$ cat config.mk
export PLATFORM = sky130hd
export DESIGN_NAME = t16ic_top
export DESIGN_NICKNAME = d
export VERILOG_FILES = /design/src/common/t16ic_pkg.sv /design/src/design/t16ic_top.sv /design/src/design/t16ic_in_cond.sv /design/src/design/t16ic_tick_sel.sv
export SDC_FILE = /design/constraint.sdc
export NUM_CORES = 1
export LEC_CHECK = 0
export BUFFER_PORTS_ARGS = -buffer_cell sky130_fd_sc_hd__buf_2
export CELL_PAD_IN_SITES_DETAIL_PLACEMENT = 0
export CELL_PAD_IN_SITES_GLOBAL_PLACEMENT = 1
export CORE_MARGIN = 3
export CORE_UTILIZATION = 40
export DETAILED_ROUTE_END_ITERATION = 8
export GPL_TIMING_DRIVEN = 0
export PLACE_DENSITY = 0.86
export SLEW_MARGIN = 20
export SYNTH_ARGS = -nofsm -noshare
export SYNTH_HDL_FRONTEND = slang
export SYNTH_HIERARCHICAL = 1
export SYNTH_SLANG_ARGS = --single-unit
$ cat constraint.sdc
create_clock -name clk_i -period 4.1 [get_ports clk_i]
set_input_delay 0 -clock clk_i [delete_from_list [all_inputs] [get_ports clk_i]]
set_output_delay 0 -clock clk_i [all_outputs]
set_load 0.02 [all_outputs]
$ cat src/common/t16ic_pkg.sv
package t16ic_pkg;

  localparam logic [7:0] OFS_CTRL_A   = 8'h00;
  localparam logic [7:0] OFS_CTRL_B   = 8'h04;
  localparam logic [7:0] OFS_CNT_L    = 8'h08;
  localparam logic [7:0] OFS_CNT_H    = 8'h0C;
  localparam logic [7:0] OFS_CMPA_L   = 8'h10;
  localparam logic [7:0] OFS_CMPA_H   = 8'h14;
  localparam logic [7:0] OFS_CMPB_L   = 8'h18;
  localparam logic [7:0] OFS_CMPB_H   = 8'h1C;
  localparam logic [7:0] OFS_CAP_L    = 8'h20;
  localparam logic [7:0] OFS_CAP_H    = 8'h24;
  localparam logic [7:0] OFS_FLAGS    = 8'h28;
  localparam logic [7:0] OFS_IRQ_EN   = 8'h2C;
  localparam logic [7:0] OFS_COMP_CTL = 8'h30;

  // control A: mode bits 1:0; control B: tick select 2:0, mode bits 4:3, edge 6, filter 7
  localparam int CA_MODE_LSB  = 0;
  localparam int CB_CS_LSB    = 0;
  localparam int CB_MODE_LSB  = 3;
  localparam int CB_EDGE_BIT  = 6;
  localparam int CB_FILT_BIT  = 7;
  localparam int FL_CAP_BIT   = 0;
  localparam int FL_OVF_BIT   = 1;
  localparam int CC_SEL_BIT   = 0;

  localparam logic [7:0]  CTRL_RST  = 8'h00;
  localparam logic [15:0] WORD_RST  = 16'h0000;
  localparam logic [15:0] CNT_MAX   = 16'hFFFF;
  localparam logic [15:0] TOP_8BIT  = 16'h00FF;
  localparam logic [15:0] TOP_9BIT  = 16'h01FF;
  localparam logic [15:0] TOP_10BIT = 16'h03FF;

  localparam logic [2:0] CS_STOP   = 3'h0;
  localparam logic [2:0] CS_DIV1   = 3'h1;
  localparam logic [2:0] CS_DIV8   = 3'h2;
  localparam logic [2:0] CS_DIV64  = 3'h3;
  localparam logic [2:0] CS_DIV256 = 3'h4;
  localparam logic [2:0] CS_DIV1K  = 3'h5;
  localparam logic [2:0] CS_EXT_FALL = 3'h6;
  localparam logic [2:0] CS_EXT_RISE = 3'h7;
  localparam int PRE_W   = 10;
  localparam int SH_8    = 3;
  localparam int SH_64   = 6;
  localparam int SH_256  = 8;
  localparam int FILT_N  = 4;

  typedef enum logic [1:0] {T16IC_BUS_IDLE, T16IC_BUS_WR, T16IC_BUS_RD} t16ic_bus_st_t;

  typedef struct packed {
    logic [7:0] offset;
    logic       write;
  } t16ic_req_t;

  typedef struct packed {
    logic rise;
    logic fall;
    logic level;
  } t16ic_edge_t;

endpackage : t16ic_pkg

$ cat src/design/t16ic_top.sv
`timescale 1ns/10ps
module t16ic_top
  import t16ic_pkg::*;
(
  input  wire logic        clk_i,
  input  wire logic        srst_i,
  input  wire logic        hsel,
  input  wire logic [31:0] haddr,
  input  wire logic [1:0]  htrans,
  input  wire logic        hwrite,
  input  wire logic [2:0]  hsize,
  input  wire logic [31:0] hwdata,
  input  wire logic        hready,
  output logic             hreadyout,
  output logic             hresp,
  output logic [31:0]      hrdata,
  input  wire logic        capture_pin_i,
  input  wire logic        comparator_output_i,
  input  wire logic        external_tick_pin_i,
  input  wire logic        capture_irq_ack_i,
  input  wire logic        overflow_irq_ack_i,
  output logic             capture_irq_o,
  output logic             overflow_irq_o,
  output logic             timer_tick_o,
  output logic             top_o,
  output logic             bottom_o,
  output logic             count_down_o,
  output logic [3:0]       waveform_mode_field_o,
  output logic [15:0]      count_value_o,
  output logic [15:0]      compare_value_a_o,
  output logic [15:0]      compare_value_b_o
);
  t16ic_bus_st_t bus_st;
  t16ic_req_t    req;
  logic [7:0]    timer_control_a;
  logic [7:0]    timer_control_b;
  logic [7:0]    comparator_ctrl_status;
  logic [7:0]    irq_enable;
  logic [7:0]    high_latch;
  logic [15:0]   count_value;
  logic [15:0]   compare_value_a;
  logic [15:0]   compare_value_b;
  logic [15:0]   capture_value;
  logic          capture_flag;
  logic          overflow_flag;
  logic          count_down;
  logic [3:0]    mode;
  logic [2:0]    tick_source_select;
  logic          tick;
  logic [15:0]   top_value;
  logic          at_top;
  logic          at_bottom;
  logic          dual_slope;
  logic          single_top;
  logic          cap_is_top;
  logic          cap_src;
  logic          cap_event;
  logic          ovf_event;
  logic          wr_ev;
  logic          rd_ev;
  logic [7:0]    wdat;
  logic [7:0]    next_rdata;
  logic [15:0]   next_count;
  logic          next_down;
  t16ic_edge_t   ext_edge;
  t16ic_edge_t   cap_edge;

  // ---------------- AHB-Lite slave ----------------
  // writes complete with no wait state; reads take one wait state so the read data
  // and its latch side effect see every write that came before
  always_ff @(posedge clk_i) begin
    if (srst_i) begin
      bus_st <= T16IC_BUS_IDLE;
      req    <= '0;
    end else begin
      if (hreadyout) begin
        if (hsel && htrans[1]) begin
          req.offset <= haddr[7:0];
          req.write  <= hwrite;
          bus_st     <= hwrite ? T16IC_BUS_WR : T16IC_BUS_RD;
        end else begin
          bus_st <= T16IC_BUS_IDLE;
        end
      end else begin
        bus_st <= T16IC_BUS_IDLE;
      end
    end
  end

  assign hreadyout = (bus_st != T16IC_BUS_RD);
  assign hresp     = 1'b0;
  assign wr_ev     = (bus_st == T16IC_BUS_WR);
  assign rd_ev     = (bus_st == T16IC_BUS_RD);
  assign wdat      = hwdata[7:0];

  always_comb begin
    unique case (req.offset)
      OFS_CTRL_A:   next_rdata = timer_control_a;
      OFS_CTRL_B:   next_rdata = timer_control_b;
      OFS_CNT_L:    next_rdata = count_value[7:0];
      OFS_CNT_H:    next_rdata = high_latch;
      OFS_CMPA_L:   next_rdata = compare_value_a[7:0];
      OFS_CMPA_H:   next_rdata = compare_value_a[15:8];
      OFS_CMPB_L:   next_rdata = compare_value_b[7:0];
      OFS_CMPB_H:   next_rdata = compare_value_b[15:8];
      OFS_CAP_L:    next_rdata = capture_value[7:0];
      OFS_CAP_H:    next_rdata = high_latch;
      OFS_FLAGS:    next_rdata = {6'h00, overflow_flag, capture_flag};
      OFS_IRQ_EN:   next_rdata = irq_enable;
      OFS_COMP_CTL: next_rdata = comparator_ctrl_status;
      default:      next_rdata = 8'h00;
    endcase
  end

  always_ff @(posedge clk_i) begin
    if (srst_i)
      hrdata <= 32'h00000000;
    else if (rd_ev)
      hrdata <= {24'h000000, next_rdata};
  end

  // ---------------- shared high-byte latch ----------------
  always_ff @(posedge clk_i) begin
    if (srst_i) begin
      high_latch <= 8'h00;
    end else if (rd_ev && req.offset == OFS_CNT_L) begin
      high_latch <= count_value[15:8];
    end else if (rd_ev && req.offset == OFS_CAP_L) begin
      high_latch <= capture_value[15:8];
    end else if (wr_ev && (req.offset == OFS_CNT_H || req.offset == OFS_CMPA_H ||
                           req.offset == OFS_CMPB_H || req.offset == OFS_CAP_H)) begin
      high_latch <= wdat;
    end
  end

  // ---------------- control registers ----------------
  always_ff @(posedge clk_i) begin
    if (srst_i) begin
      timer_control_a        <= CTRL_RST;
      timer_control_b        <= CTRL_RST;
      irq_enable             <= CTRL_RST;
      comparator_ctrl_status <= CTRL_RST;
    end else if (wr_ev) begin
      if (req.offset == OFS_CTRL_A)
        timer_control_a <= wdat;
      if (req.offset == OFS_CTRL_B)
        timer_control_b <= wdat;
      if (req.offset == OFS_IRQ_EN)
        irq_enable <= wdat;
      if (req.offset == OFS_COMP_CTL)
        comparator_ctrl_status <= wdat;
    end
  end

  assign mode = {timer_control_b[CB_MODE_LSB+1:CB_MODE_LSB],
                 timer_control_a[CA_MODE_LSB+1:CA_MODE_LSB]};
  assign tick_source_select = timer_control_b[CB_CS_LSB+2:CB_CS_LSB];

  always_ff @(posedge clk_i) begin
    if (srst_i) begin
      compare_value_a <= WORD_RST;
      compare_value_b <= WORD_RST;
    end else if (wr_ev) begin
      if (req.offset == OFS_CMPA_L)
        compare_value_a <= {high_latch, wdat};
      if (req.offset == OFS_CMPB_L)
        compare_value_b <= {high_latch, wdat};
    end
  end

  // ---------------- tick and mode decode ----------------
  t16ic_in_cond u_ext_cond (
    .clk_i     (clk_i),
    .srst_i    (srst_i),
    .din_i     (external_tick_pin_i),
    .filt_en_i (1'b0),
    .enable_i  (1'b1),
    .edge_o    (ext_edge)
  );

  t16ic_tick_sel u_tick (
    .clk_i                (clk_i),
    .srst_i               (srst_i),
    .tick_source_select_i (tick_source_select),
    .ext_edge_i           (ext_edge),
    .timer_tick_o         (tick)
  );

  // mode map: 0 normal, 1-3 dual 8/9/10 bit, 4 clear on compare A, 5-7 single 8/9/10 bit,
  // 8/10 dual to capture, 9/11 dual to compare A, 12 clear on capture, 13 counts as normal,
  // 14 single to capture, 15 single to compare A
  always_comb begin
    unique case (mode)
      4'h1, 4'h5:       top_value = TOP_8BIT;
      4'h2, 4'h6:       top_value = TOP_9BIT;
      4'h3, 4'h7:       top_value = TOP_10BIT;
      4'h4, 4'h9, 4'hB, 4'hF: top_value = compare_value_a;
      4'h8, 4'hA, 4'hC, 4'hE: top_value = capture_value;
      default:          top_value = CNT_MAX;
    endcase
  end

  assign dual_slope = (mode inside {4'h1, 4'h2, 4'h3, 4'h8, 4'h9, 4'hA, 4'hB});
  assign single_top = (mode inside {4'h5, 4'h6, 4'h7, 4'hE, 4'hF});
  assign cap_is_top = (mode inside {4'h8, 4'hA, 4'hC, 4'hE});
  assign at_top     = (count_value == top_value);
  assign at_bottom  = (count_value == WORD_RST);

  // ---------------- counter ----------------
  always_comb begin
    next_count = count_value;
    next_down  = count_down;
    ovf_event  = 1'b0;
    if (tick) begin
      if (dual_slope) begin
        if (!count_down && count_value >= top_value) begin
          next_down  = 1'b1;
          next_count = count_value - 16'h0001;
        end else if (count_down && at_bottom) begin
          next_down  = 1'b0;
          next_count = count_value + 16'h0001;
          ovf_event  = 1'b1;
        end else begin
          next_count = count_down ? count_value - 16'h0001 : count_value + 16'h0001;
        end
      end else begin
        next_down = 1'b0;
        // a written count above top runs on to max and wraps
        next_count = at_top ? WORD_RST : count_value + 16'h0001;
        ovf_event  = single_top ? at_top : (count_value == CNT_MAX);
      end
    end
  end

  always_ff @(posedge clk_i) begin
    if (srst_i) begin
      count_value <= WORD_RST;
      count_down  <= 1'b0;
    end else if (wr_ev && req.offset == OFS_CNT_L) begin
      count_value <= {high_latch, wdat};
    end else begin
      count_value <= next_count;
      count_down  <= next_down;
    end
  end

  // ---------------- capture unit ----------------
  // the source mux sits ahead of the synchroniser, so a source switch can look like an edge
  assign cap_src = comparator_ctrl_status[CC_SEL_BIT] ? comparator_output_i
                                                      : capture_pin_i;

  t16ic_in_cond u_cap_cond (
    .clk_i     (clk_i),
    .srst_i    (srst_i),
    .din_i     (cap_src),
    .filt_en_i (timer_control_b[CB_FILT_BIT]),
    .enable_i  (!cap_is_top),
    .edge_o    (cap_edge)
  );

  assign cap_event = timer_control_b[CB_EDGE_BIT] ? cap_edge.rise : cap_edge.fall;

  always_ff @(posedge clk_i) begin
    if (srst_i)
      capture_value <= WORD_RST;
    else if (cap_event)
      capture_value <= count_value;
    else if (wr_ev && req.offset == OFS_CAP_L && cap_is_top)
      capture_value <= {high_latch, wdat};
  end

  // set beats a same-cycle clear on both flags
  always_ff @(posedge clk_i) begin
    if (srst_i) begin
      capture_flag  <= 1'b0;
      overflow_flag <= 1'b0;
    end else begin
      if (cap_event)
        capture_flag <= 1'b1;
      else if (capture_irq_ack_i ||
               (wr_ev && req.offset == OFS_FLAGS && wdat[FL_CAP_BIT]))
        capture_flag <= 1'b0;
      if (ovf_event)
        overflow_flag <= 1'b1;
      else if (overflow_irq_ack_i ||
               (wr_ev && req.offset == OFS_FLAGS && wdat[FL_OVF_BIT]))
        overflow_flag <= 1'b0;
    end
  end

  assign capture_irq_o  = capture_flag & irq_enable[FL_CAP_BIT];
  assign overflow_irq_o = overflow_flag & irq_enable[FL_OVF_BIT];

  assign timer_tick_o          = tick;
  assign top_o                 = at_top;
  assign bottom_o              = at_bottom;
  assign count_down_o          = count_down;
  assign waveform_mode_field_o = mode;
  assign count_value_o         = count_value;
  assign compare_value_a_o     = compare_value_a;
  assign compare_value_b_o     = compare_value_b;
endmodule : t16ic_top

$ cat src/design/t16ic_in_cond.sv
`timescale 1ns/10ps
module t16ic_in_cond
  import t16ic_pkg::*;
(
  input  wire logic        clk_i,
  input  wire logic        srst_i,
  input  wire logic        din_i,
  input  wire logic        filt_en_i,
  input  wire logic        enable_i,
  output t16ic_edge_t      edge_o
);
  logic              s1;
  logic              s2;
  logic [FILT_N-2:0] hist;
  logic              filt;
  logic              prev;
  logic              cur;

  // two-flop synchroniser; s1 feeds only s2
  always_ff @(posedge clk_i) begin
    if (srst_i) begin
      s1 <= 1'b0;
      s2 <= 1'b0;
    end else begin
      s1 <= din_i;
      s2 <= s1;
    end
  end

  always_ff @(posedge clk_i) begin
    if (srst_i) begin
      hist <= '0;
      filt <= 1'b0;
    end else begin
      // the live sample is the fourth vote, so the filter costs exactly four clocks
      hist <= {hist[FILT_N-3:0], s2};
      if (&{hist, s2})
        filt <= 1'b1;
      else if (~|{hist, s2})
        filt <= 1'b0;
    end
  end

  assign cur = filt_en_i ? filt : s2;

  always_ff @(posedge clk_i) begin
    if (srst_i)
      prev <= 1'b0;
    else
      prev <= cur;
  end

  always_comb begin
    edge_o.level = cur;
    edge_o.rise  = enable_i & cur & ~prev;
    edge_o.fall  = enable_i & ~cur & prev;
  end
endmodule : t16ic_in_cond

$ cat src/design/t16ic_tick_sel.sv
`timescale 1ns/10ps
module t16ic_tick_sel
  import t16ic_pkg::*;
(
  input  wire logic        clk_i,
  input  wire logic        srst_i,
  input  wire logic [2:0]  tick_source_select_i,
  input  t16ic_edge_t      ext_edge_i,
  output logic             timer_tick_o
);
  logic [PRE_W-1:0] pre;

  // free-running prescaler; all taps share it so divided ticks stay phase aligned
  always_ff @(posedge clk_i) begin
    if (srst_i)
      pre <= '0;
    else
      pre <= pre + 1'b1;
  end

  always_comb begin
    unique case (tick_source_select_i)
      CS_STOP:     timer_tick_o = 1'b0;
      CS_DIV1:     timer_tick_o = 1'b1;
      CS_DIV8:     timer_tick_o = &pre[SH_8-1:0];
      CS_DIV64:    timer_tick_o = &pre[SH_64-1:0];
      CS_DIV256:   timer_tick_o = &pre[SH_256-1:0];
      CS_DIV1K:    timer_tick_o = &pre;
      CS_EXT_FALL: timer_tick_o = ext_edge_i.fall;
      CS_EXT_RISE: timer_tick_o = ext_edge_i.rise;
    endcase
  end
endmodule : t16ic_tick_sel

==> results of run 1 <==
==> metal layers <==
layer	global-route usage (%)	routed length (um)
met2	42.9	14400
met5	0	0
met3	5.51	3520
met1	39.8	13500
met4	11.4	1330
==> sequential cells by signal, summed over array words and instances (netlist names), 2 cells and up <==
register / cells
high_latch: 8
count_value_o: 16
u_cap_cond/hist: 3
comparator_ctrl_status: 8
u_ext_cond/hist: 3
capture_value: 16
hrdata: 8
compare_value_b_o: 16
u_tick/pre: 10
timer_control_b: 8
bus_st: 2
irq_enable: 8
req: 8
timer_control_a: 8
compare_value_a_o: 16
==> path summary, 6_finish.rpt <==
| check | cells after the start | end |
|---|---|---|
| worst max-delay path | 14 | count_value_o[14]$_SDFFE_PP0P_ |
| worst min register to register | 1 | u_ext_cond/s2$_SDFF_PP0_ |
| worst min-delay path | 3 | bus_st[1]$_SDFF_PP0_ |
| worst max register to register | 14 | count_value_o[14]$_SDFFE_PP0P_ |
==> stage by stage <==
step	util [%]	instance area, um2	worst slack (ns)
after floorplan	-	8470	0.342
after global placement	45.2	9230	-0.469
after detailed placement	45.2	9240	-0.467
after CTS	49.3	10100	0.0334
after global routing	49.5	10100	0.0571
final	49.5	10100	0.211
==> area by class of cell <==
| type | instances | area [um2] | area share [%] |
|---|---|---|---|
| multi-input cells | 854 | 4950 | 48.9 |
| flip-flops and latches | 149 | 2980 | 29.5 |
| repair buffers | 101 | 591 | 5.84 |
| plain buffers | 110 | 572 | 5.66 |
| clock buffers | 19 | 443 | 4.38 |
| well taps | 270 | 338 | 3.34 |
| clock inverters | 11 | 200 | 1.98 |
| inverters | 10 | 37.5 | 0.371 |
==> timing repair <==
| item | 4_1_cts | 5_1_grt |
|---|---|---|
| endpoints found under the setup margin | 15 | 15 |
| endpoints found under the hold margin | 26 | 0 |
| hold buffers | 17 | 0 |
| resized for setup | 11 | 9 |
==> critical path: stages (launching register included) <==
cell and delay (ns):
dfxtp_1 0.42, clkbuf_4 0.27, nor2b_4 0.21, nand2_1 0.11, o21a_1 0.21, o22ai_1 0.20, ha_1 0.29, a41o_1 0.22
a21oi_1 0.18, o22ai_2 0.14, or4_4 0.59, clkbuf_4 0.23, a2111oi_1 0.37, nor4_1 0.12, a211oi_1 0.23
==> where the power goes <==
| group | switching [mW] | internal, mW | total (mW) |
|---|---|---|---|
| combinational | 0.195 | 0.0964 | 0.292 |
| clock | 0.662 | 1.10 | 1.76 |
| sequential | 0.0242 | 1.47 | 1.49 |
==> reports/qor.csv, run 1 <==
stage,metric,value,unit
critical_path,start_kind,register,
floorplan,die_h,151,um
sta,clock.fmax,257,MHz
sta,clock_skew,0.0102,ns
floorplan,die_x,151,um
sta,hold_violations,0,
floorplan,die-area,0.0227,mm2
sta,period_needed,3.89,ns
clock_network,path_clk_slew,0.06,ns
detailed_routing,drt_wl_total,32800,um
floorplan,fp-row-count,52,
grt,grt_use_total,28.4,%
grt,grt_overflow,0,
job,cap_violations,0,
logic_synthesis,synth-warning-count,6,
critical_path,critPathMaxFanout,10,
sta,rsz0062_at_grt,false,
power,total_power,3.54,mW
layout,num_antenna_cells,0,
clock_network,clock_latency,0.43,ns
outcome,status,"complete, no violations",
layout,final_common_cell,nand2_1,
critical_path,cp-end-kind,register,
power,peakVddDrop,288,uV
clock_network,postCtsSetupBuffers,0,
layout,final_nets,1343,
sta,tns,0,ns
detailed_routing,drtPass1Iterations,7,
floorplan,num_io_pins,171,
clock_network,root_buffer,clkbuf_16,
hold_path,hp-class,in -> reg,
floorplan,core,0.0204,mm2
clock_network,cts_buffers,17,
layout,drive_gt1_share,14.4,%
detailed_routing,drtIter0Drc,1253,
detailed_routing,ant_nets,0,
clock_network,cts_max_path_buffers,2,
power,power.leakage,3.97,nW
critical_path,required,4.44,ns
critical_path,r2r_start,timer_control_b[3]$_SDFFE_PP0P_,
critical_path,ff2ff_setup_slack,0.21,ns
layout,layout_common_cells,"nand2_1, dfxtp_1, a21oi_1",
detailed_routing,via_per_inst,6.05,
sta,slew_viol_final,0,
clock_network,cts.sinks,149,
sta,slew-limit-headroom,21.0,%
clock_network,tritoncts,done,
place,place.gp.congestion,0.960,
critical_path,worstSetupStartpoint,timer_control_b[3]$_SDFFE_PP0P_,
detailed_routing,vias,9221,
power,power_density,351,mW/mm2
sta,holdWs,0.0715,ns
grt,grt_max_degree,17,
sta,setup_viol_count_final,0,
critical_path,critPathKind,reg -> reg,
place,placed_cells,1478,
sta,period_share,94.8,%
logic_synthesis,syn_avg_cell_area,7.63,um2
hold_path,hp-start,htrans[1],
critical_path,crit_arrival,4.23,ns
grt,antenna_found_initial,0,
layout,area_growth,20.7,%
grt,grt_pass1_vias,8165,
place,hpwl,23400,um
floorplan,initial_core_util,41.0,%
clock_network,htreeDepth,4,
sta,worst_slew_pin_slew,1.18,ns
detailed_routing,wl_per_cell,21.5,um
grt,grt_pass1_wl,49100,um
logic_synthesis,postSynthCellCount,1098,
place,io_buffers,84,
layout,fin_cells,1524,
logic_synthesis,netlist_area,0.00837,mm2
detailed_routing,drc,0,
layout,fill_cells,2071,
Note: power is estimated with default switching activity, not from simulation.
==> run 2: changes to the inputs <==
CORE_UTILIZATION = 37   (was 40)
PLACE_DENSITY = unset   (was 0.86)
PLACE_DENSITY_LB_ADDON = 0.1   (was unset)
SYNTH_HIERARCHICAL = unset   (was 1)
clock period = 3.4 ns   (was 4.1 ns; I/O delays follow)
==> reports/qor.csv, run 2 <==
stage,metric,value,unit,change
detailed_routing,drt_wl_total,33900,um,+3.5%
critical_path,crit-reg2reg-capture,count_value_o[11]$_SDFFE_PP0P_,,
critical_path,required,3.77,ns,-0.67 ns
clock_network,clock_latency,0.43,ns,about the same
floorplan,core,0.0220,mm2,+7.5%
sta,clock_skew,0.0114,ns,+0.00119 ns
hold_path,hp-class,in -> reg,,
layout,final_nets,1324,,-1.4%
clock_network,root_buffer,clkbuf_16,,
layout,fin_area,0.0101,mm2,about the same
hold_path,min_to,bus_st[1]$_SDFF_PP0_,,
logic_synthesis,synth-warning-count,0,,-6
logic_synthesis,synthArstFlopShare,0,%,
critical_path,cp-end-kind,register,,
layout,num_antenna_cells,0,,unchanged
logic_synthesis,yosys.area_share.simple,24.3,%,
power,power.leakage,4.12,nW,+3.7%
floorplan,fp-row-count,54,,+3.8%
power,total_power,3.97,mW,+12%
clock_network,cts_buffers,17,,unchanged
grt,grt_pass1_vias,7881,,-3.5%
logic_synthesis,synth_top_family_by_area,simple AND/OR/NAND/NOR gates,,
grt,grt_pass1_wl,49900,um,+1.8%
clock_network,cts_max_path_buffers,2,,unchanged
place,hpwl,24900,um,+6.5%
logic_synthesis,synth_compound_area_share,19.4,%,
floorplan,die_h,156,um,+3.6%
logic_synthesis,netlist_area,0.00834,mm2,-0.42%
layout,area_growth,21.3,%,
critical_path,worstSetupStartpoint,timer_control_a[1]$_SDFFE_PP0P_,,
power,power_density,393,mW/mm2,+12%
place,placed_area,0.00920,mm2,-0.34%
layout,layout_common_cells,"nand2_1, dfxtp_1, a21oi_1",,
floorplan,num_io_pins,171,,unchanged
grt,grt_max_degree,17,,unchanged
hold_path,hp-start,htrans[1],,
logic_synthesis,synthFlopType,dfxtp_1,,
place,placed_cells,1461,,-1.2%
place,preCtsSetupSlack,-0.775,ns,-0.308 ns
logic_synthesis,yosys.cell_count.top_type,nand2_1,,
power,share_comb_of_total_power,8.5,%,+0.3 points
power,clock_power_share,48.0,%,-1.6 points
logic_synthesis,synth-seq-cells,145,,
critical_path,r2r_start,timer_control_a[1]$_SDFFE_PP0P_,,
layout,multiInputGateArea,0.00494,mm2,-0.13%
critical_path,ff2ff_setup_slack,0.16,ns,-0.05 ns
clock_network,tritoncts,done,,
logic_synthesis,synth_edf_count,0,,
logic_synthesis,synthMuxAreaShare,7.82,%,
clock_network,path_clk_slew,0.07,ns,about the same
sta,setup_slack,0.159,ns,-0.0522 ns
sta,period_share,95.3,%,+0.47 points
detailed_routing,ant_nets,0,,unchanged
sta,hold_violations,0,,unchanged
detailed_routing,drc,0,,unchanged
sta,period_needed,3.24,ns,-0.648 ns
layout,final_common_cell,nand2_1,,
power,peakVddDrop,297,uV,+3.1%
floorplan,die-area,0.0244,mm2,+7.4%
sta,setup_viol_count_final,0,,unchanged
power,power.switching,1.10,mW,+25%
hold_path,hold_path_depth,3,,unchanged
logic_synthesis,synth_top_cell_by_area,dfxtp_1,,
layout,fin_cells,1517,,-0.46%
logic_synthesis,syn_avg_cell_area,7.76,um2,+1.8%
critical_path,start_kind,register,,
sta,tns,0,ns,unchanged
grt,grt_use_total,27.3,%,-1.1 points
logic_synthesis,synth_xor_area_share,2.52,%,
sta,holdWs,0.0913,ns,+0.0198 ns
sta,slew-limit-headroom,37.4,%,+16 points
sta,clock.fmax,309,MHz,+20%
logic_synthesis,seq_area_frac_synth,34.8,%,
sta,slew_viol_final,0,,unchanged
sta,worst_slew_pin_slew,0.940,ns,-0.236 ns
layout,fill_cells,2309,,+11%
floorplan,die_x,156,um,+3.6%
detailed_routing,vias,8465,,-8.2%
critical_path,crit_arrival,3.61,ns,-0.62 ns
layout,seqCellArea,0.00291,mm2,-2.4%
clock_network,cts.sinks,145,,-2.7%
job,cap_violations,0,,unchanged
power,p_int,2.87,mW,+7.9%
logic_synthesis,synth_adder_area_share,3.15,%,
power,switching_share,27.7,%,+2.8 points
clock_network,htreeDepth,4,,unchanged
logic_synthesis,synth_top_area_share,34.8,%,
logic_synthesis,synthTopCellsByArea,"dfxtp_1, nand2_1, a21oi_1",,
logic_synthesis,postSynthCellCount,1074,,-2.2%
critical_path,critPathKind,reg -> reg,,
layout,drive_gt1_share,18.3,%,+3.8 points
critical_path,critPathMaxFanout,10,,unchanged
power,p_seq_share,43.5,%,+1.3 points
detailed_routing,drtPass1Iterations,5,,-2
grt,antenna_found_initial,0,,unchanged
critical_path,reg2regPathDepth,15,,+1
grt,grt_overflow,0,,unchanged
layout,post-route-util,46.1,%,-3.4 points
logic_synthesis,ys_types,73,,
detailed_routing,wl_per_cell,22.4,um,+4.0%
detailed_routing,via_per_inst,5.58,,-7.8%
floorplan,initial_core_util,38.0,%,-3.0 points
logic_synthesis,synthTopCellsByCount,"nand2_1, dfxtp_1, a21oi_1, nor2_1, mux2i_1",,
place,io_buffers,83,,-1.2%
place,place.gp.congestion,0.957,,-0.27%
detailed_routing,drtIter0Drc,682,,-46%
outcome,status,"complete, no violations",,
## run 2: worst max-delay path, cell delays in order, from the launching register on
cell and delay (ns):
dfxtp_1 0.41, buf_6 0.19, nor2b_4 0.07, buf_4 0.14, a21oi_4 0.25, o22ai_1 0.16, ha_1 0.34, a41oi_1 0.19
o21ai_0 0.14, a21oi_2 0.19, a31oi_2 0.14, buf_6 0.16, buf_4 0.14, o32a_1 0.33, o31ai_1 0.21, a21o_1 0.11
## run 2: how the worst max path moves through the flow
stage / endpoint / slack, ns / cells past startpoint
5_1_grt: count_value_o[13]$_SDFFE_PP0P_ / -0.007 / 17
3_5_place_dp: count_value_o[10]$_SDFFE_PP0P_ / -0.78 / 16
4_1_cts: count_value_o[10]$_SDFFE_PP0P_ / 0.007 / 15
3_3_place_gp: count_value_o[10]$_SDFFE_PP0P_ / -0.79 / 15
6_report: count_value_o[11]$_SDFFE_PP0P_ / 0.16 / 15
2_1_floorplan: count_value_o[11]$_SDFFE_PP0P_ / 0.02 / 15
## run 2: routing by layer
layer	part of all wire, %	global-route usage [%]	vias up
met5	0	0	-
met4	2.4	8.42	0
met3	8.1	5.38	45
met2	45	43.0	347
met1	44	37.8	4045
li1	-	-	4028
## run 2: power groups by stage
stage | registers, mW | logic [mW] | clock network (mW)
2_1_floorplan | 1.76 | 0.210 | 0
3_3_place_gp | 1.77 | 0.317 | 0
3_5_place_dp | 1.77 | 0.317 | 0
4_1_cts | 1.73 | 0.331 | 1.92
5_1_grt | 1.73 | 0.363 | 1.99
6_report | 1.73 | 0.339 | 1.91
## run 2: area by class of cell
type / instances / share of cell area, %
Multi-Input combinational cell: 823 / 48.8
Sequential cell: 145 / 28.8
Timing Repair Buffer: 108 / 6.31
Clock inverter: 14 / 1.46
Buffer: 111 / 6.16
Clock buffer: 18 / 4.34
Inverter: 18 / 0.668
Tap cell: 280 / 3.46
## run 2: cells by family after synthesis
family / count (synthesis)
AOI/OAI and AO/OA: 256
xor gates and xnor gates: 24
adders and majority gates: 21
buffers and inverters: 130
DFF: 145
muxes: 60
other: 1
and+or+nand+nor: 437
## run 2: repair_timing
action | CTS | global route
endpoints found under the hold margin | 14 | 0
pin swaps | 4 | 6
setup buffers | 6 | 5
hold buffers | 14 | 0
resized for setup | 18 | 20
endpoints found under the setup margin | 19 | 15
